--- config.mk ---
export PLATFORM = sky130hd
export DESIGN_NAME = btbw_core
export DESIGN_NICKNAME = d
export VERILOG_FILES = /design/src/btbw_pkg.sv /design/src/btbw_stack_if.sv /design/src/btbw_core.sv /design/src/btbw_stack.sv
export SDC_FILE = /design/constraint.sdc
export NUM_CORES = 1
export LEC_CHECK = 0
export ABC_AREA = 1
export BUFFER_PORTS_ARGS = -buffer_cell sky130_fd_sc_hd__buf_4
export CAP_MARGIN = 20
export CORE_MARGIN = 2
export CORE_UTILIZATION = 54
export CTS_BUF_LIST = sky130_fd_sc_hd__clkbuf_8
export CTS_CLUSTER_SIZE = 40
export DETAILED_ROUTE_END_ITERATION = 8
export PLACE_DENSITY = 0.9
export SYNTH_ARGS = -nofsm -noshare
export SYNTH_HDL_FRONTEND = slang
export SYNTH_SLANG_ARGS = --single-unit
--- constraint.sdc ---
create_clock -name mclk -period 2.08 [get_ports mclk]
set_clock_uncertainty 0.2 [all_clocks]
set_input_delay 0.208 -clock mclk [delete_from_list [all_inputs] [get_ports mclk]]
set_output_delay 0.208 -clock mclk [all_outputs]
set_load 0.1 [all_outputs]
--- src/btbw_pkg.sv ---
package btbw_pkg;

  // ==========================================================
  // Timing
  localparam int CLK_PERIOD_NS = 100;
  localparam int MCYC_TIME_NS  = 40000;
  localparam int MC_CYC        = MCYC_TIME_NS / CLK_PERIOD_NS;
  localparam int MC_MIN        = 16;

  // ==========================================================
  // Instruction fields
  localparam int IC_MSB = 15;
  localparam int IC_LSB = 10;
  localparam int FA_LSB = 8;
  localparam int FB_LSB = 4;

  // ==========================================================
  // Six-bit operation codes
  localparam logic [5:0] OP_REG_ONES  = 6'h20;
  localparam logic [5:0] OP_REG_ZEROS = 6'h21;
  localparam logic [5:0] OP_MEM_NONES = 6'h34;
  localparam logic [5:0] OP_MEM_ONES  = 6'h35;
  localparam logic [5:0] OP_MEM_NZERO = 6'h36;
  localparam logic [5:0] OP_MEM_ZEROS = 6'h37;
  localparam logic [5:0] OP_INDIRECT_SOURCE_MOVE      = 6'h27;
  localparam logic [5:0] OP_IN1       = 6'h38;
  localparam logic [5:0] OP_IN2       = 6'h39;
  localparam logic [5:0] OP_IN3       = 6'h3a;
  localparam logic [5:0] OP_OUTPUT_GROUP_ONE      = 6'h3b;
  localparam logic [5:0] OP_OUT2      = 6'h3c;
  localparam logic [5:0] OP_OUT3      = 6'h3d;
  localparam logic [5:0] OP_TABLE     = 6'h3e;
  localparam logic [5:0] OP_MISC      = 6'h3f;

  // Four-bit operation codes with a 12-bit target
  localparam logic [3:0] OP4_CALL = 4'ha;
  localparam logic [3:0] OP4_JUMP = 4'hb;

  // Misc group A and B fields
  localparam logic [1:0] FA_RET   = 2'h0;
  localparam logic [1:0] FA_RETS  = 2'h1;
  localparam logic [1:0] FA_PWR   = 2'h2;
  localparam logic [3:0] FB_WAIT  = 4'h0;
  localparam logic [3:0] FB_HALT  = 4'h8;

  // ==========================================================
  // Port map
  localparam logic [3:0] CODE_GREG     = 4'hf;
  localparam logic [1:0] DREG_CODE_HI  = 2'h3;
  localparam logic [3:0] PORT_ABSENT   = 4'hf;
  localparam logic [1:0] GRP_ONE       = 2'h0;
  localparam logic [1:0] GRP_TWO       = 2'h1;
  localparam logic [1:0] GRP_THREE     = 2'h2;

  // ==========================================================
  // Memory layout and reset values
  localparam logic [3:0]  GREG_ROW   = 4'hf;
  localparam logic [1:0]  MEM_BANK   = 2'h0;
  localparam logic [1:0]  TBL_PAGE   = 2'h0;
  localparam logic [11:0] PC_RESET   = 12'h000;
  localparam logic [15:0] DREG_RESET = 16'h0000;
  localparam logic [3:0]  G_RESET    = 4'h0;

  typedef enum logic [3:0] {
    ST_FETCH = 4'h0,
    ST_IRW   = 4'h1,
    ST_IR    = 4'h2,
    ST_RMW   = 4'h3,
    ST_RM    = 4'h4,
    ST_RR    = 4'h5,
    ST_RXW   = 4'h6,
    ST_RX    = 4'h7,
    ST_EXEC  = 4'h8,
    ST_PAD   = 4'h9,
    ST_HALT  = 4'ha
  } btbw_state_e;

endpackage

--- src/btbw_stack_if.sv ---
interface btbw_stack_if;
  logic        push;
  logic        pop;
  logic [11:0] wdata;
  logic [11:0] top;

  modport owner (input push, input pop, input wdata, output top);
  modport user  (output push, output pop, output wdata, input top);
endinterface

--- src/btbw_core.sv ---
// Contract
// - Register tests masked by memory nibble, skip
// - Memory tests by immediate mask, skip
// - Inverted memory tests skip on not-all
// - Call pushes pc+1; return pops pc
// - Return-and-skip pops then skips next
// - Jump loads target, stack untouched
// - Table read loads program word into data
// - Table address low nibble from register
// - Table read takes two machine cycles
// - Indirect source move takes two cycles
// - Clock halt only while hold low
// - Ports addressed by instruction and code
// - Address and data registers are ports
// - Absent output port changes nothing else
// - Absent input port loads all ones
// - Unused output codes may be discarded
// - Port bit Y1 is memory LSB
// - Group one output code F sets address reg
module btbw_core #(
  parameter int MC_CYC = btbw_pkg::MC_CYC
) (
  // Clock and reset
  input  wire logic        mclk,
  input  wire logic        rst_n,
  // Program memory, one-cycle read latency
  output logic      [11:0] pm_addr,
  input  wire logic [15:0] pm_rdata,
  // Data memory, one-cycle read latency
  output logic      [7:0]  dm_addr,
  output logic             dm_we,
  output logic      [3:0]  dm_wdata,
  input  wire logic [3:0]  dm_rdata,
  // Port bus
  output logic             port_wr,
  output logic             port_rd,
  output logic      [1:0]  port_grp,
  output logic      [3:0]  port_code,
  output logic      [3:0]  port_wdata,
  input  wire logic [3:0]  port_rdata,
  input  wire logic        port_hit,
  // Power control pins
  input  wire logic        hold_n,
  input  wire logic        wake,
  output logic             soft_wait,
  output logic             hard_wait,
  output logic             clk_stop,
  // Internal registers
  output logic      [15:0] data_reg,
  output logic      [3:0]  g_reg
);

  localparam int MCW = $clog2(MC_CYC);
  localparam logic [MCW-1:0] MC_LAST = MCW'(MC_CYC - 1);

  if (MC_CYC < btbw_pkg::MC_MIN) begin : g_mc_check
    $error("MC_CYC too small for the step sequence");
  end

  // ==========================================================
  // Pin synchronisers
  logic [1:0] hold_n_sq;
  logic [1:0] wake_sq;
  logic       hold_n_s;
  logic       wake_s;

  always_ff @(posedge mclk) begin
    if (!rst_n) begin
      hold_n_sq <= 2'h3;
      wake_sq   <= 2'h0;
    end else begin
      hold_n_sq <= {hold_n_sq[0], hold_n};
      wake_sq   <= {wake_sq[0], wake};
    end
  end
  assign hold_n_s = hold_n_sq[1];
  assign wake_s   = wake_sq[1];

  // ==========================================================
  // State and machine cycle counter
  btbw_pkg::btbw_state_e state_q;
  btbw_pkg::btbw_state_e state_d;
  logic [MCW-1:0] mc_q;
  logic           mc_last;
  logic           long_pend_q;
  logic           skip_q;
  logic [11:0]    pc_q;
  logic [15:0]    ir_q;
  logic [3:0]     m_q;
  logic [3:0]     r_q;
  logic [3:0]     x_q;
  logic [15:0]    data_q;
  logic [3:0]     g_q;
  logic [11:0]    pm_addr_q;
  logic [7:0]     dm_addr_q;
  logic           dm_we_q;
  logic [3:0]     dm_wdata_q;
  logic           soft_q;
  logic           hard_q;
  logic           stop_q;
  btbw_stack_if   stk ();

  btbw_stack #(
    .DEPTH (2)
  ) u_stack (
    .mclk  (mclk),
    .rst_n (rst_n),
    .stk   (stk)
  );

  always_ff @(posedge mclk) begin
    if (!rst_n || mc_last) begin
      mc_q <= '0;
    end else begin
      mc_q <= mc_q + MCW'(1);
    end
  end
  assign mc_last = (mc_q == MC_LAST);

  // ==========================================================
  // Decode
  logic [5:0] ic;
  logic [1:0] fa;
  logic [3:0] fb;
  logic [3:0] fc;
  logic       is_call, is_jump, is_ret, is_rets, is_wait, is_halt;
  logic       is_tbl, is_indirect_source_move, is_in, is_out, is_long, is_gset, in_int;
  logic       skip_take;
  logic [3:0] rsel;
  logic [3:0] msel;
  logic [3:0] in_data;

  assign ic = ir_q[btbw_pkg::IC_MSB:btbw_pkg::IC_LSB];
  assign fa = ir_q[btbw_pkg::FA_LSB +: 2];
  assign fb = ir_q[btbw_pkg::FB_LSB +: 4];
  assign fc = ir_q[3:0];

  assign is_call = (ir_q[15:12] == btbw_pkg::OP4_CALL);
  assign is_jump = (ir_q[15:12] == btbw_pkg::OP4_JUMP);
  assign is_ret  = (ic == btbw_pkg::OP_MISC) && (fa == btbw_pkg::FA_RET);
  assign is_rets = (ic == btbw_pkg::OP_MISC) && (fa == btbw_pkg::FA_RETS);
  assign is_wait = (ic == btbw_pkg::OP_MISC) && (fa == btbw_pkg::FA_PWR) && (fb == btbw_pkg::FB_WAIT);
  assign is_halt = (ic == btbw_pkg::OP_MISC) && (fa == btbw_pkg::FA_PWR) && (fb == btbw_pkg::FB_HALT);
  assign is_tbl  = (ic == btbw_pkg::OP_TABLE);
  assign is_indirect_source_move = (ic == btbw_pkg::OP_INDIRECT_SOURCE_MOVE);
  assign is_in   = (ic >= btbw_pkg::OP_IN1) && (ic <= btbw_pkg::OP_IN3);
  assign is_out  = (ic >= btbw_pkg::OP_OUTPUT_GROUP_ONE) && (ic <= btbw_pkg::OP_OUT3);
  assign is_long = is_tbl || is_indirect_source_move;
  assign is_gset = (ic == btbw_pkg::OP_OUTPUT_GROUP_ONE) && (fc == btbw_pkg::CODE_GREG);
  // Data register nibbles answer group one input codes C to F
  assign in_int  = (ic == btbw_pkg::OP_IN1) && (fc[3:2] == btbw_pkg::DREG_CODE_HI);

  assign rsel = r_q & m_q;
  assign msel = m_q & fc;

  always_comb begin
    case (ic)
      btbw_pkg::OP_REG_ONES:  skip_take = (rsel == m_q);
      btbw_pkg::OP_REG_ZEROS: skip_take = (rsel == 4'h0);
      btbw_pkg::OP_MEM_ONES:  skip_take = (msel == fc);
      btbw_pkg::OP_MEM_ZEROS: skip_take = (msel == 4'h0);
      btbw_pkg::OP_MEM_NONES: skip_take = (msel != fc);
      btbw_pkg::OP_MEM_NZERO: skip_take = (msel != 4'h0);
      default:                skip_take = 1'b0;
    endcase
    if (is_call || is_jump) begin
      skip_take = 1'b0;
    end
  end

  // Port group from the operation code; Y1 is bit 0 throughout
  always_comb begin
    case (ic)
      btbw_pkg::OP_IN2,
      btbw_pkg::OP_OUT2: port_grp = btbw_pkg::GRP_TWO;
      btbw_pkg::OP_IN3,
      btbw_pkg::OP_OUT3: port_grp = btbw_pkg::GRP_THREE;
      default:           port_grp = btbw_pkg::GRP_ONE;
    endcase
  end

  always_comb begin
    if (in_int) begin
      in_data = data_q[{fc[1:0], 2'h0} +: 4];
    end else if (port_hit) begin
      in_data = port_rdata;
    end else begin
      in_data = btbw_pkg::PORT_ABSENT;
    end
  end

  // ==========================================================
  // Step sequence
  always_comb begin
    state_d = state_q;
    case (state_q)
      btbw_pkg::ST_FETCH: state_d = btbw_pkg::ST_IRW;
      btbw_pkg::ST_IRW:   state_d = btbw_pkg::ST_IR;
      btbw_pkg::ST_IR:    state_d = skip_q ? btbw_pkg::ST_PAD : btbw_pkg::ST_RMW;
      btbw_pkg::ST_RMW:   state_d = btbw_pkg::ST_RM;
      btbw_pkg::ST_RM:    state_d = btbw_pkg::ST_RR;
      btbw_pkg::ST_RR:    state_d = is_long ? btbw_pkg::ST_RXW : btbw_pkg::ST_EXEC;
      btbw_pkg::ST_RXW:   state_d = btbw_pkg::ST_RX;
      btbw_pkg::ST_RX:    state_d = btbw_pkg::ST_EXEC;
      btbw_pkg::ST_EXEC: begin
        if (is_wait || (is_halt && !hold_n_s)) begin
          state_d = btbw_pkg::ST_HALT;
        end else begin
          state_d = btbw_pkg::ST_PAD;
        end
      end
      btbw_pkg::ST_PAD: begin
        if (mc_last && !long_pend_q) begin
          state_d = btbw_pkg::ST_FETCH;
        end
      end
      btbw_pkg::ST_HALT: begin
        if ((stop_q && hold_n_s) || (!stop_q && wake_s)) begin
          state_d = btbw_pkg::ST_PAD;
        end
      end
      default: state_d = btbw_pkg::ST_FETCH;
    endcase
  end

  always_ff @(posedge mclk) begin
    if (!rst_n) begin
      state_q <= btbw_pkg::ST_FETCH;
    end else begin
      state_q <= state_d;
    end
  end

  // Long operations hold the pad over one extra machine cycle
  always_ff @(posedge mclk) begin
    if (!rst_n) begin
      long_pend_q <= 1'b0;
    end else if (state_q == btbw_pkg::ST_EXEC && is_long) begin
      long_pend_q <= 1'b1;
    end else if (state_q == btbw_pkg::ST_PAD && mc_last) begin
      long_pend_q <= 1'b0;
    end
  end

  // ==========================================================
  // Program counter, stack and skip
  always_ff @(posedge mclk) begin
    if (!rst_n) begin
      pc_q <= btbw_pkg::PC_RESET;
    end else if (state_q == btbw_pkg::ST_IR && skip_q) begin
      pc_q <= pc_q + 12'h001;
    end else if (state_q == btbw_pkg::ST_EXEC) begin
      if (is_call || is_jump) begin
        pc_q <= ir_q[11:0];
      end else if (is_ret || is_rets) begin
        pc_q <= stk.top;
      end else begin
        pc_q <= pc_q + 12'h001;
      end
    end
  end

  assign stk.push  = (state_q == btbw_pkg::ST_EXEC) && is_call;
  assign stk.pop   = (state_q == btbw_pkg::ST_EXEC) && !is_call && !is_jump && (is_ret || is_rets);
  assign stk.wdata = pc_q + 12'h001;

  always_ff @(posedge mclk) begin
    if (!rst_n) begin
      skip_q <= 1'b0;
    end else if (state_q == btbw_pkg::ST_EXEC && (skip_take || (is_rets && !is_call && !is_jump))) begin
      skip_q <= 1'b1;
    end else if (state_q == btbw_pkg::ST_IR) begin
      skip_q <= 1'b0;
    end
  end

  // ==========================================================
  // Operand capture and internal registers
  always_ff @(posedge mclk) begin
    if (!rst_n) begin
      ir_q   <= 16'h0000;
      m_q    <= 4'h0;
      r_q    <= 4'h0;
      x_q    <= 4'h0;
      data_q <= btbw_pkg::DREG_RESET;
      g_q    <= btbw_pkg::G_RESET;
    end else begin
      case (state_q)
        btbw_pkg::ST_IR: ir_q <= pm_rdata;
        btbw_pkg::ST_RM: m_q <= dm_rdata;
        btbw_pkg::ST_RR: r_q <= dm_rdata;
        btbw_pkg::ST_RX: begin
          if (is_tbl) begin
            data_q <= pm_rdata;
          end else begin
            x_q <= dm_rdata;
          end
        end
        btbw_pkg::ST_EXEC: begin
          if (is_gset) begin
            g_q <= m_q;
          end
        end
        default: ;
      endcase
    end
  end

  // ==========================================================
  // Memory addresses and write-back
  always_ff @(posedge mclk) begin
    if (!rst_n) begin
      pm_addr_q <= btbw_pkg::PC_RESET;
    end else if (state_q == btbw_pkg::ST_FETCH) begin
      pm_addr_q <= pc_q;
    end else if (state_q == btbw_pkg::ST_RR && is_tbl) begin
      pm_addr_q <= {btbw_pkg::TBL_PAGE, ir_q[9:4], dm_rdata};
    end
  end

  always_ff @(posedge mclk) begin
    if (!rst_n) begin
      dm_addr_q <= 8'h00;
    end else begin
      case (state_q)
        btbw_pkg::ST_IR:   dm_addr_q <= {btbw_pkg::MEM_BANK, pm_rdata[9:4]};
        btbw_pkg::ST_RMW:  dm_addr_q <= {btbw_pkg::GREG_ROW, fc};
        btbw_pkg::ST_RR:   dm_addr_q <= {g_q, dm_rdata};
        btbw_pkg::ST_EXEC: dm_addr_q <= {btbw_pkg::MEM_BANK, fa, fb};
        default: ;
      endcase
    end
  end

  // Outputs never write memory, so an absent port disturbs nothing
  always_ff @(posedge mclk) begin
    if (!rst_n) begin
      dm_we_q    <= 1'b0;
      dm_wdata_q <= 4'h0;
    end else if (state_q == btbw_pkg::ST_EXEC && (is_in || is_indirect_source_move)) begin
      dm_we_q    <= 1'b1;
      dm_wdata_q <= is_indirect_source_move ? x_q : in_data;
    end else begin
      dm_we_q <= 1'b0;
    end
  end

  // Unused output codes still strobe; the port logic drops them
  assign port_wr    = (state_q == btbw_pkg::ST_EXEC) && is_out && !is_gset;
  assign port_rd    = (state_q == btbw_pkg::ST_EXEC) && is_in && !in_int;
  assign port_code  = fc;
  assign port_wdata = m_q;

  // ==========================================================
  // Wait and clock halt
  always_ff @(posedge mclk) begin
    if (!rst_n) begin
      soft_q <= 1'b0;
      hard_q <= 1'b0;
      stop_q <= 1'b0;
    end else if (state_q == btbw_pkg::ST_EXEC) begin
      soft_q <= is_wait && !fc[0];
      hard_q <= is_wait && fc[0];
      stop_q <= is_halt && !hold_n_s;
    end else if (state_q == btbw_pkg::ST_HALT && state_d == btbw_pkg::ST_PAD) begin
      soft_q <= 1'b0;
      hard_q <= 1'b0;
      stop_q <= 1'b0;
    end
  end

  assign pm_addr   = pm_addr_q;
  assign dm_addr   = dm_addr_q;
  assign dm_we     = dm_we_q;
  assign dm_wdata  = dm_wdata_q;
  assign soft_wait = soft_q;
  assign hard_wait = hard_q;
  assign clk_stop  = stop_q;
  assign data_reg  = data_q;
  assign g_reg     = g_q;

  // ==========================================================
  // Checks
  a_reg_test_skip: assert property (@(posedge mclk) disable iff (!rst_n)
    state_q == btbw_pkg::ST_EXEC && ic == btbw_pkg::OP_REG_ZEROS && (r_q & m_q) == 4'h0 |=> skip_q)
    else $error("register zero test did not skip");

  a_mem_test_skip: assert property (@(posedge mclk) disable iff (!rst_n)
    state_q == btbw_pkg::ST_EXEC && ic == btbw_pkg::OP_MEM_ONES && (m_q & fc) != fc |=> !skip_q)
    else $error("memory ones test skipped wrongly");

  a_mem_inv_skip: assert property (@(posedge mclk) disable iff (!rst_n)
    state_q == btbw_pkg::ST_EXEC && ic == btbw_pkg::OP_MEM_NZERO && (m_q & fc) != 4'h0 |=> skip_q)
    else $error("not-all-zero test did not skip");

  a_call_target: assert property (@(posedge mclk) disable iff (!rst_n)
    state_q == btbw_pkg::ST_EXEC && is_call |=> pc_q == $past(ir_q[11:0]) && stk.top == $past(pc_q) + 12'h001)
    else $error("call did not push return address");

  a_rets_skip: assert property (@(posedge mclk) disable iff (!rst_n)
    state_q == btbw_pkg::ST_EXEC && is_rets && !is_call && !is_jump |=> skip_q && pc_q == $past(stk.top))
    else $error("return-and-skip failed");

  a_jump_stack: assert property (@(posedge mclk) disable iff (!rst_n)
    state_q == btbw_pkg::ST_EXEC && is_jump |=> $stable(stk.top) && pc_q == $past(ir_q[11:0]))
    else $error("jump touched the stack");

  a_table_addr: assert property (@(posedge mclk) disable iff (!rst_n)
    state_q == btbw_pkg::ST_RR && is_tbl |=> pm_addr_q[3:0] == $past(dm_rdata) && pm_addr_q[11:10] == 2'h0)
    else $error("table address wrong");

  a_long_two: assert property (@(posedge mclk) disable iff (!rst_n)
    state_q == btbw_pkg::ST_EXEC && is_long |=> long_pend_q throughout (state_q == btbw_pkg::ST_PAD)[*3])
    else $error("long operation finished in one cycle");

  a_skip_cycle: assert property (@(posedge mclk) disable iff (!rst_n)
    state_q == btbw_pkg::ST_IR && skip_q |=> state_q == btbw_pkg::ST_PAD && pc_q == $past(pc_q) + 12'h001)
    else $error("skipped instruction handled wrongly");

  a_absent_input: assert property (@(posedge mclk) disable iff (!rst_n)
    port_rd && !port_hit |=> dm_we_q && dm_wdata_q == 4'hf)
    else $error("absent input port did not read ones");

  a_out_no_write: assert property (@(posedge mclk) disable iff (!rst_n)
    state_q == btbw_pkg::ST_EXEC && is_out |=> !dm_we_q)
    else $error("output wrote data memory");

  a_greg_set: assert property (@(posedge mclk) disable iff (!rst_n)
    state_q == btbw_pkg::ST_EXEC && is_gset |=> g_q == $past(m_q) && !$past(port_wr))
    else $error("address register not loaded");

  a_halt_hold: assert property (@(posedge mclk) disable iff (!rst_n)
    stop_q && hold_n_s && state_q == btbw_pkg::ST_HALT |=> !stop_q ##1 !stop_q)
    else $error("clock halt held with hold high");

  a_wait_kind: assert property (@(posedge mclk) disable iff (!rst_n)
    state_q == btbw_pkg::ST_EXEC && is_wait |=> hard_q == $past(fc[0]) && soft_q == !$past(fc[0]))
    else $error("wait mode chosen wrongly");

endmodule

--- src/btbw_stack.sv ---
module btbw_stack #(
  parameter int DEPTH = 2
) (
  // Clock and reset
  input wire logic     mclk,
  input wire logic     rst_n,
  // Stack access
  btbw_stack_if.owner  stk
);

  // ==========================================================
  // Storage
  logic [11:0] lvl_q [DEPTH];

  if (DEPTH < 2) begin : g_depth_check
    $error("btbw_stack needs at least two levels");
  end

  // Overflow drops the oldest entry, as a short hardware stack does
  always_ff @(posedge mclk) begin
    if (!rst_n) begin
      for (int i = 0; i < DEPTH; i++) begin
        lvl_q[i] <= btbw_pkg::PC_RESET;
      end
    end else if (stk.push) begin
      lvl_q[0] <= stk.wdata;
      for (int i = 1; i < DEPTH; i++) begin
        lvl_q[i] <= lvl_q[i-1];
      end
    end else if (stk.pop) begin
      for (int i = 0; i < DEPTH - 1; i++) begin
        lvl_q[i] <= lvl_q[i+1];
      end
    end
  end

  assign stk.top = lvl_q[0];

endmodule

Yosys cells after proc, flatten, opt, wreduce, memory -nomap -nowiden
Memories as Yosys holds them, arrays and structs flattened.
Cells that the tools add are included.
{ "totals": {"mem_bits_rw": 24, "input_bits": 29, "output_inout_bits": 60, "regBits": 107, "mem_count": 1} }
{ "classes": {"order_cmp": 4, "add_sub_neg": 2, "n_bitwise": 6, "n_shift": 1, "reduce_logical": 66, "mux": 39, "n_eq_ne": 37} }
{ "memory_table": {"columns": ["name", "words", "width", "read_ports", "rd_clocked_by_memory_dff", "wr", "line_no", "rtl"], "rows": [
  ["u_stack.lvl_q", 2, 12, 2, 0, 2, "btbw_stack.sv:13", "logic [11:0] lvl_q [DEPTH];"]
]} }
{ "op_table": {"columns": ["operator", "count"], "rows": [
  ["$mux W12", 9],
  ["$eq A6 B6 Y1 const B", 15],
  ["$pmux W4 S11", 1],
  ["$eq A4 B4 Y1 const B", 8],
  ["$logic_and A1 B1 Y1", 32],
  ["$pmux W8 S4", 1],
  ["$mux W4", 7],
  ["$mux W1", 18],
  ["$eq A4 B3 Y1 const B", 4],
  ["$logic_not A4 Y1", 4],
  ["$shiftx A16 B5 Y4", 1],
  ["$add A12 B1 Y12 const B", 1],
  ["$ge A6 B6 Y1 const B", 2],
  ["$le A6 B6 Y1 const B", 2],
  ["$reduce_bool A2 Y1", 5],
  ["$add A9 B1 Y9 const B", 1],
  ["$eq A9 B9 Y1 const B", 1],
  ["$logic_not A1 Y1", 9],
  ["$and A4 B4 Y4", 2],
  ["$eq A4 B2 Y1 const B", 2],
  ["$eq A4 B4 Y1", 2],
  ["$logic_or A1 B1 Y1", 8],
  ["$reduce_bool A4 Y1", 2],
  ["$pmux W1 S6", 1],
  ["11 further kinds", 17]
]} }

Longest topological paths before layout
Gate-level depths: netlist of run 1.
{ "logic_depth": {"depth_word": 11, "mapped_depth": 11, "mapped_depth_nobuf": 11} }

By module
Synthesis of run 1 repeated with hierarchy kept, for this count alone.
{ "hier_totals": {"cells_unflattened": 919, "area_unflattened_um2": 6517.5} }
{ "modules_own_cells": {"columns": ["mod", "instances", "area_each_um2", "cells_each"], "rows": [
  ["btbw_core", 1, 5486.5, 825],
  ["btbw_stack", 1, 1031.0, 94]
]} }

Worst setup path before layout of run 1
Ideal clock, no wire load.
{ "synth_path": {"path_kind": "reg-to-output", "from": "register state_q[3]", "to": "output port_wr", "setup_slack_ns": -3.824, "stages_incl_launch_ff": 6, "t_required_ns": 1.672, "path_buffers": 1, "t_arrival_ns": 5.496, "path_cell_list": "dfxtp_1 > inv_1 > nor2_2 > nand2_1 > buf_4 > a2111oi_0"} }
{ "synth_via": {"elab_chain_len": 3} }
{ "synth_lines": {"columns": ["item", "line_no", "rtl"], "rows": [
  ["start, declared", "btbw_core.sv:81", "btbw_pkg::btbw_state_e state_q;"],
  ["start signal, assigned", "btbw_core.sv:228", "state_q <= btbw_pkg::ST_FETCH;"],
  ["start signal, assigned", "btbw_core.sv:230", "state_q <= state_d;"],
  ["$eq A4 B4 Y1", "btbw_core.sv:349", "assign port_wr = (state_q == btbw_pkg::ST_EXEC) && is_out && !is_gset;"],
  ["$logic_and A1 B1 Y1 (2 in series)", "btbw_core.sv:349", null],
  ["end, declared", "btbw_core.sv:35", "output logic port_wr,"]
]} }
Every way passes these cells.

Worst setup path after layout of run 1
{ "layout_path": {"from": "register ir_q[15]", "to": "output port_wr"} }
{ "layout_via": {"elab_chain_len": 4, "elab_cells_between_ends": 8} }
{ "layout_lines": {"columns": ["item", "line_no", "rtl"], "rows": [
  ["start, declared", "btbw_core.sv:88", "logic [15:0] ir_q;"],
  ["start signal, assigned", "btbw_core.sv:289", "btbw_pkg::ST_IR: ir_q <= pm_rdata;"],
  ["$ge A6 B6 Y1, or another cell as far along", "btbw_core.sv:147", "assign is_out = (ic >= btbw_pkg::OP_OUTPUT_GROUP_ONE) && (ic <= btbw_pkg::OP_OUT3);"],
  ["$logic_and A1 B1 Y1 (on tied branches)", "btbw_core.sv:147, btbw_core.sv:149", null],
  ["$logic_and A1 B1 Y1 / $logic_not A1 Y1 (equally long branches)", "btbw_core.sv:349", null],
  ["$logic_and A1 B1 Y1 *", "btbw_core.sv:349", null]
]} }
Mark *: on every way between the ends. The rest lies on a longest branch, timed or not.

==> results of run 1 <==
==> cells by family after synthesis <==
kind of cell / share of synthesized area
buffers and inverters: 0.0939
DFF: 0.454
xor gates and xnor gates: 0.0139
and+or+nand+nor: 0.244
adders and majority gates: 0.00397
AOI/OAI and AO/OA: 0.190
==> worst register-to-register path, delay by kind of cell (launching register included) <==
kind / cells / cell delay (ns)
AND/OR/NAND/NOR: 6 / 0.49
flip-flops: 1 / 0.34
buffers and inverters: 4 / 0.72
==> where the power goes <==
group / internal, W / switching (W)
clock: 0.00109 / 0.00104
sequential: 0.00269 / 0.0000985
combinational: 0.000329 / 0.000855
==> cell usage after synthesis, types with 3 or more instances <==
cell type	count
o21ai_1	15
or2_2	4
nand2_1	188
buf_2	16
buf_4	6
o21ai_0	86
nand3_1	44
nor2_1	93
xor2_1	8
inv_1	95
a22oi_1	5
o211ai_1	10
a31oi_1	16
inv_2	9
o21bai_1	3
nor2_4	4
nand2_2	4
nand4_1	7
a21oi_1	83
nor3_1	14
edfxtp_1	24
clkbuf_1	17
dfxtp_1	107
==> worst min-delay path by stage <==
stage,startpoint,end,slack [ns]
finish,rst_n,pm_addr[11],0.05
global route,rst_n,pm_addr[11],0.04
CTS,rst_n,state_q[1],0.02
detailed placement,wake,wake_sq[0],0.20
global placement,wake,wake_sq[0],0.19
floorplan,wake,wake_sq[0],0.11
==> final cells by class <==
type	instances	area, um^2	share of cell area
inverters	107	403	0.0492
multi-input cells	599	3010	0.368
well taps	143	179	0.0219
flip-flops and latches	131	2870	0.351
repair buffers	160	1330	0.163
clock inverters	14	138	0.0168
clock buffers	18	248	0.0303
==> metal layers <==
layer / GRT usage / vias up / share of wire
met5: 0 / - / 0
met4: 0.154 / 0 / 0.047
met3: 0.0923 / 82 / 0.10
met2: 0.512 / 420 / 0.46
met1: 0.379 / 2997 / 0.39
li1: - / 3159 / -
==> repair_timing <==
item                       CTS  global route
cloned                       0             0
hold endpoints to repair    53             0
hold buffers                22             0
setup endpoints to repair    4            37
setup buffers               11             3
resized for setup           30            16
pin swaps                    5             2
==> stage by stage <==
stage / area (um^2) / util / setup TNS, ns / instances / setup WS (ns)
3_3_place_gp: 7290 / 0.639 / 0 / 1105 / 0.178
2_1_floorplan: 6350 / - / -0.283 / 876 / -0.283
3_5_place_dp: 7290 / 0.639 / 0 / 1105 / 0.111
4_1_cts: 8100 / 0.709 / -0.0565 / 1169 / -0.0565
6_report: 8190 / 0.717 / -0.128 / 1172 / -0.0664
5_1_grt: 8190 / 0.717 / -0.460 / 1172 / -0.132
==> flow_summary.yaml, run 1 <==
setup_path:
  max_stage_delay_ns: 0.34
  reg2reg_depth: 10
  worstSetupPathDepth: 7
  r2r_slack_ns: 0.08
  cp_top_family: "buffers and inverters"
  path_class: "reg2out"
  r2r-end: "u_stack.lvl_q[0][11]"
  crit_chain: "nand2_4, inv_2, nand3_4, nor2_4, buf_6, a2111oi_4, buf_6"
  critPathCaptureType: "output pin"
  cp_max_fo: 2
  critPathLaunch: "ir_q[15]"
  endpoint: "port_wr"
  worst-path-buf-inv: 3
  worstPathArrival_ns: 1.74
  critPathMostFrequentCell: "buf_6"
  slowest_stage: "dfxtp_2"
  reg2reg_from: "state_q[3]"
  cp.required_ns: 1.67
  cp-start-kind: "flip-flop"
global_route:
  grt_max_degree: 37
  grt_usage: 0.313
  grt_pass1_vias: 6360
  antenna_found_initial: 0
  grt_pass1_wl_mm: 31.1
  grt-ovfl-total: 0
pwr:
  p_total_w: 0.00610
  vdd.ir_drop.worst_mv: 0.657
  powerDensity_nw_per_um2: 746
  leakagePower_nw: 3.50
clock_tree:
  cts_tree: "yes"
  clkSinkCount: 131
  clk_latency_ns: 0.46
  ctsLongestPathBuffers: 2
  cts_buffers: 17
  clk_root_buffer_cell: "clkbuf_8"
  clkTransAtPathRegs_ns: 0.08
  h-tree-depth: 4
sta:
  fin_ws_ns: -0.0664
  rsz0062_at_grt: "true"
  min_period_ns: 2.15
  post-route-period-util: 1.03
  hold_ws_ns: 0.0483
  slew_headroom: 0.710
  setup_viol: 3
  worst_pin_slew_ns: 0.433
  max_freq_mhz: 466
  final-hold-violation-count: 0
  slew_viol_final: 0
floorplanning:
  fp.dieH_um: 112
  fp.dieArea_um2: 12600
  initial_core_util: 0.552
  ios: 89
  rows: 39
  fp.dieW_um: 112
  core_area_um2: 11400
cells_and_area:
  drive_gt1_frac: 0.222
  diodes: 0
  largest_reg_flops: 24
  area_delta_synth_final_pct: 29.9
  final_common_cell: "nand2_1"
  fillerInstances: 848
  layout_common_cells: "nand2_1 (182), buf_4 (129), dfxtp_1 (100), inv_1 (95), o21ai_0 (86)"
  fin_nets: 1047
yosys:
  ys_async_sr_fraction: 0
  synth_area_leader_cell: "dfxtp_1"
  post-synth-top-area-fraction: 0.340
  synth-seq-area-share: 0.454
  synth_warnings: 0
  synth_edf_count: 24
  syn_area_per_cell_um2: 7.19
  synth_nets: 907
  synthTopCellsByArea: "dfxtp_1 (34%), edfxtp_1 (11%), nand2_1 (11%)"
  yosysUniqueCellTypes: 36
  synth_flop_cell: "dfxtp_1"
  netlist_instances: 876
  synth.cell_area_um2: 6300
  ys_seq_elements: 131
placed_design:
  gp_congestion: 0.946
  portBuffers: 88
  dp_hpwl_mm: 13.6
detailed_routing:
  wl_per_cell_um: 16.9
  drt-total-wl_mm: 19.8
  vias: 6658
  viasPerCell: 5.68
  first_pass_iters: 5
  drtIter0Drc: 790
  final_antenna_net_count: 0
  drc_errors: 0
hold_path:
  hold_path.class: "in2reg"
  hold_path_depth: 4
run_status:
  violations: "negative setup slack"
  outcome: "finished with violations"
job:
  maxCapViolations: 0
Note: power is estimated with default switching activity, not from simulation.
==> inputs of run 2 (changes only) <==
--- a/config.mk
+++ b/config.mk
@@ -13,7 +13,7 @@
 export CTS_BUF_LIST = sky130_fd_sc_hd__clkbuf_8
 export CTS_CLUSTER_SIZE = 40
 export DETAILED_ROUTE_END_ITERATION = 8
-export PLACE_DENSITY = 0.9
+export PLACE_DENSITY = 0.77
 export SYNTH_ARGS = -nofsm -noshare
 export SYNTH_HDL_FRONTEND = slang
 export SYNTH_SLANG_ARGS = --single-unit
==> run 2 against run 1 <==
Compared with the run above:
- the flow still finishes with violations (negative setup slack)
- setup slack worse by 0.052 ns
- final cell count up 0.51%
- critical path type unchanged
- global-route usage down 1.6 points
- register-to-register slack better by 0.02 ns
- die area unchanged
- largest power group unchanged
- largest cell class unchanged
==> flow_summary.yaml, run 2 (synthesis results as in run 1) <==
run_status:
  outcome: "finished with violations"
  violations: "negative setup slack"
clock_tree:
  ctsLongestPathBuffers: 2
  clkSinkCount: 131
  cts_buffers: 17
  clk_root_buffer_cell: "clkbuf_8"
  cts_tree: "yes"
  h-tree-depth: 4
  clk_latency_ns: 0.45
  clkTransAtPathRegs_ns: 0.07
global_route:
  antenna_found_initial: 0
  grt_usage: 0.297
  grt_max_degree: 45
  grt-ovfl-total: 0
  grt_pass1_vias: 6112
  grt_pass1_wl_mm: 29.6
sta:
  final-hold-violation-count: 0
  worst_pin_slew_ns: 0.394
  slew_viol_final: 0
  min_period_ns: 2.20
  hold_ws_ns: 0.0579
  slew_headroom: 0.736
  post-route-period-util: 1.06
  rsz0062_at_grt: "true"
  max_freq_mhz: 455
  fin_ws_ns: -0.118
  setup_viol: 4
  setup_tns_ns: -0.303
placed_design:
  gp_congestion: 0.929
  portBuffers: 88
  dp_hpwl_mm: 13.2
  dpl_cell_area_um2: 7300
cells_and_area:
  drive_gt1_frac: 0.223
  area_delta_synth_final_pct: 29.8
  final_area_um2: 8180
  diodes: 0
  fin_nets: 1057
  final_common_cell: "nand2_1"
  largest_reg_flops: 24
  layout_common_cells: "nand2_1 (184), buf_4 (137), dfxtp_1 (99), inv_1 (93)"
pwr:
  leakagePower_nw: 3.50
  vdd.ir_drop.worst_mv: 0.575
  powerDensity_nw_per_um2: 735
detailed_routing:
  first_pass_iters: 8
  vias: 6472
  drc_errors: 0
  final_antenna_net_count: 0
  drtIter0Drc: 575
  wl_per_cell_um: 15.8
  drt-total-wl_mm: 18.6
  viasPerCell: 5.49
setup_path:
  worstPathArrival_ns: 1.79
  cp_max_fo: 3
  cp.required_ns: 1.67
  cp-start-kind: "flip-flop"
  path_class: "reg2out"
  critPathCaptureType: "output pin"
floorplanning:
  fp.dieW_um: 112
  rows: 39
  fp.dieArea_um2: 12600
  core_area_um2: 11400
  initial_core_util: 0.552
  fp.dieH_um: 112
  ios: 89
hold_path:
  hold_path.class: "in2reg"
job:
  maxCapViolations: 0
run 2: timing repair:
action / in CTS / in global routing
endpoints found under the hold margin: 68 / 0
gates resized for setup: 21 / 17
hold buffers: 24 / 0
cloned: 0 / 1
buffers inserted: 13 / 6
setup endpoints to repair: 4 / 41
pin swaps: 5 / 3
run 2: routing by layer:
layer / global-route usage / wire [um] / up-vias
met4: 0.134 / 595 / 0
met5: 0 / 0 / -
met2: 0.493 / 8710 / 307
met1: 0.365 / 7550 / 2953
li1: - / - / 3163
met3: 0.0788 / 1710 / 49
run 2: final timing paths:
kind	from	to	slack (ns)	cells past startpoint
setup / recovery	state_q[2]	port_wr	-0.12	5
hold / removal	port_rdata[2]	dm_wdata[2]	0.06	5
setup reg to reg	state_q[2]	u_stack.lvl_q[0][2]	0.10	8
hold reg to reg	hold_n_sq[0]	hold_n_sq[1]	0.21	1
run 2: power by group:
group / switching [W] / total (W) / internal (W)
logic: 0.000851 / 0.00120 / 0.000350
registers: 0.0000980 / 0.00279 / 0.00269
clock network: 0.000957 / 0.00202 / 0.00107
run 2: area by class of cell:
type,count,area [um^2]
Tap cell,143,179
Clock buffer,22,303
Fill cell,934,3240
Timing Repair Buffer,170,1390
Clock inverter,6,56.3
Multi-Input combinational cell,599,2970
Sequential cell,131,2870
Inverter,107,414
run 2: stage by stage:
step                worst slack, ns  power, W  instances   util
floorplan                    -0.283   0.00362        876      -
global placement              0.117   0.00392       1106  0.639
detailed placement           0.0876   0.00393       1106  0.639
CTS                          -0.123   0.00597       1171  0.706
global route                 -0.205   0.00624       1178  0.717
finish                       -0.118   0.00602       1178  0.717
run 2: worst max-delay path, stage by stage (launching register included):
cell and delay [ns]:
dfxtp_2 0.36, nor2_4 0.13, nand2_2 0.09, buf_6 0.14, a2111oi_4 0.34, buf_6 0.28
==> inputs of run 3 (changes only) <==
--- a/config.mk
+++ b/config.mk
@@ -16,4 +16,5 @@
 export PLACE_DENSITY = 0.77
 export SYNTH_ARGS = -nofsm -noshare
 export SYNTH_HDL_FRONTEND = slang
+export SYNTH_HIERARCHICAL = 1
 export SYNTH_SLANG_ARGS = --single-unit
==> run 3 against run 2 <==
Compared with the run above:
- the flow still finishes with violations (negative setup slack)
- utilization down 1.1 points
- via count rose by 3.3%
- critical path depth up 1
- wire length is 5.4% higher
- die area rose by 3.3%
- count of clock-buffer cells in the layout down 2
- setup slack better by 0.077 ns
- largest power group unchanged
- largest cell class unchanged
==> flow_summary.yaml, run 3 <==
run_status:
  outcome: "finished with violations"
  violations: "negative setup slack"
detailed_routing:
  final_antenna_net_count: 0
  first_pass_iters: 6
  vias: 6686
  drc_errors: 0
  drtIter0Drc: 600
  wl_per_cell_um: 16.1
  viasPerCell: 5.49
  drt-total-wl_mm: 19.6
sta:
  rsz0062_at_grt: "true"
  worst_pin_slew_ns: 0.460
  final-hold-violation-count: 0
  fin_ws_ns: -0.0413
  max_freq_mhz: 471
  slew_viol_final: 0
  post-route-period-util: 1.02
  slew_headroom: 0.691
  setup_viol: 2
  min_period_ns: 2.12
yosys:
  ys_seq_elements: 131
  synth_common_cells: "nand2_1 (235), dfxtp_1 (107), inv_1 (103)"
  post-synth-top-area-fraction: 0.329
  syn_area_per_cell_um2: 7.09
  yosysMostFrequentCell: "nand2_1"
  ys_async_sr_fraction: 0
  synth_edf_count: 24
  yosysUniqueCellTypes: 42
  netlist_instances: 919
  synth_warnings: 6
  synth_flop_cell: "dfxtp_1"
  synth.cell_area_um2: 6520
  synthTopCellsByArea: "dfxtp_1 (33%), nand2_1 (14%), edfxtp_1 (11%)"
  synth_nets: 950
  synth-seq-area-share: 0.439
  synth_area_leader_cell: "dfxtp_1"
placed_design:
  dp_slack_ns: 0.134
  portBuffers: 88
  dp_hpwl_mm: 13.5
  dpl_cell_area_um2: 7400
  gp_congestion: 0.921
setup_path:
  worstPathArrival_ns: 1.71
  cp-start-kind: "flip-flop"
  reg2reg_depth: 8
  r2r-end: "u_stack/lvl_q[0][6]"
  path_class: "reg2out"
  reg2reg_from: "ir_q[15]"
  cp.required_ns: 1.67
  critPathCaptureType: "output pin"
  r2r_slack_ns: 0.15
  cp_max_fo: 3
cells_and_area:
  fin_nets: 1088
  layout_common_cells: "nand2_1 (228), buf_4 (120), inv_1 (100), dfxtp_1 (97), nor2_1 (95)"
  diodes: 0
  drive_gt1_frac: 0.216
  largest_reg_flops: 24
  final_area_um2: 8410
  final_common_cell: "nand2_1"
  area_delta_synth_final_pct: 29.0
floorplanning:
  rows: 40
  ios: 89
  fp.dieW_um: 114
  fp.dieArea_um2: 13000
  core_area_um2: 11900
  initial_core_util: 0.547
  fp.dieH_um: 114
pwr:
  leakagePower_nw: 3.77
  powerDensity_nw_per_um2: 752
  p_total_w: 0.00633
  vdd.ir_drop.worst_mv: 0.457
global_route:
  grt_usage: 0.301
  antenna_found_initial: 0
  grt-ovfl-total: 0
  grt_pass1_wl_mm: 30.3
  grt_pass1_vias: 6111
  grt_max_degree: 31
clock_tree:
  ctsLongestPathBuffers: 2
  cts_buffers: 17
  clk_latency_ns: 0.46
  cts_tree: "yes"
  h-tree-depth: 4
  clkSinkCount: 131
  clkTransAtPathRegs_ns: 0.08
  clk_root_buffer_cell: "clkbuf_8"
job:
  maxCapViolations: 0
hold_path:
  worstHoldStart: "port_hit"
  hold_path_end: "dm_wdata[0]"
  hold_path.class: "in2reg"
  hold_path_depth: 6
## run 3: cell types whose count changed in the layout (fill, tap and decap cells not counted), sizes merged, moves of 4 or more
cell | previous run | this run
nand3 | 44 | 50
a22oi | 5 | 0
nor3 | 16 | 12
dlygate4sd3 | 24 | 28
o21ai | 103 | 91
a21oi | 83 | 67
nor2 | 99 | 112
buf | 146 | 129
inv | 105 | 116
nand4 | 7 | 15
nand2 | 192 | 243
## run 3: cells by family (layout without fill, tap and decap cells)
group                    Yosys count  count (layout)  share of synthesized area
AND/OR/NAND/NOR                  442             442                      0.296
flip-flops                       131             131                      0.439
buffers and inverters            150             301                     0.0977
AO/OA/AOI/OAI                    188             188                      0.155
adder cells (fa/ha/maj)            2               2                    0.00384
XOR/XNOR                           6               6                    0.00806
## run 3: timing repair
action,in CTS,in global routing
hold buffers,28,0
pin swaps,5,11
buffers inserted,12,5
setup endpoints to repair,4,31
hold endpoints to repair,64,0
resized for setup,34,33
## run 3: metal layers
metal  wire length [um]  vias to the layer above  track usage
li1                   -                     3264            -
met1               8150                     3056        0.384
met2               9240                      317        0.487
met3               1610                       49       0.0691
met4                565                        0        0.141
met5                  0                        -            0
## run 3: worst max path at each step
stage                    to  cells past startpoint  startpoint  slack, ns
detailed placement  port_rd                      7    ir_q[15]       0.13
floorplan           port_wr                      5  state_q[3]      -0.47
global placement    port_rd                      7    ir_q[15]       0.18
global route        port_wr                      6     ir_q[1]      -0.11
finish              port_wr                      6    ir_q[15]      -0.04
CTS                 port_wr                      7    ir_q[15]      -0.07
## run 3: layout make-up
| type | count | area (um^2) |
|---|---|---|
| fillers | 946 | 3500 |
| repair buffers | 157 | 1340 |
| inverters | 112 | 423 |
| well taps | 147 | 184 |
| clock buffers | 20 | 275 |
| flip-flops and latches | 131 | 2890 |
| multi-input cells | 638 | 3150 |
| clock inverters | 12 | 151 |
## run 3: metrics by stage
stage          cells   util  setup TNS (ns)  hold slack [ns]
3_5_place_dp    1143  0.621               0            0.196
4_1_cts         1215  0.696          -0.120           0.0117
6_report        1217  0.706         -0.0716           0.0329
3_3_place_gp    1143  0.621               0            0.192
5_1_grt         1217  0.706          -0.288           0.0873
2_1_floorplan    919      -           -1.35            0.106
## run 3: worst max-delay path, cell delays in order (launching register included)
cell      delay, ns
dfxtp_4        0.37
nand2_4        0.08
buf_6          0.11
nor2_4         0.04
buf_4          0.15
a211oi_4       0.29
buf_12         0.21
## run 3: power breakdown
part | internal [W] | leakage (nW) | switching, W
combinational | 0.000332 | 2.44 | 0.000864
sequential | 0.00269 | 1.12 | 0.000104
clock | 0.00128 | 0.217 | 0.00105
total | 0.00431 | 3.77 | 0.00202
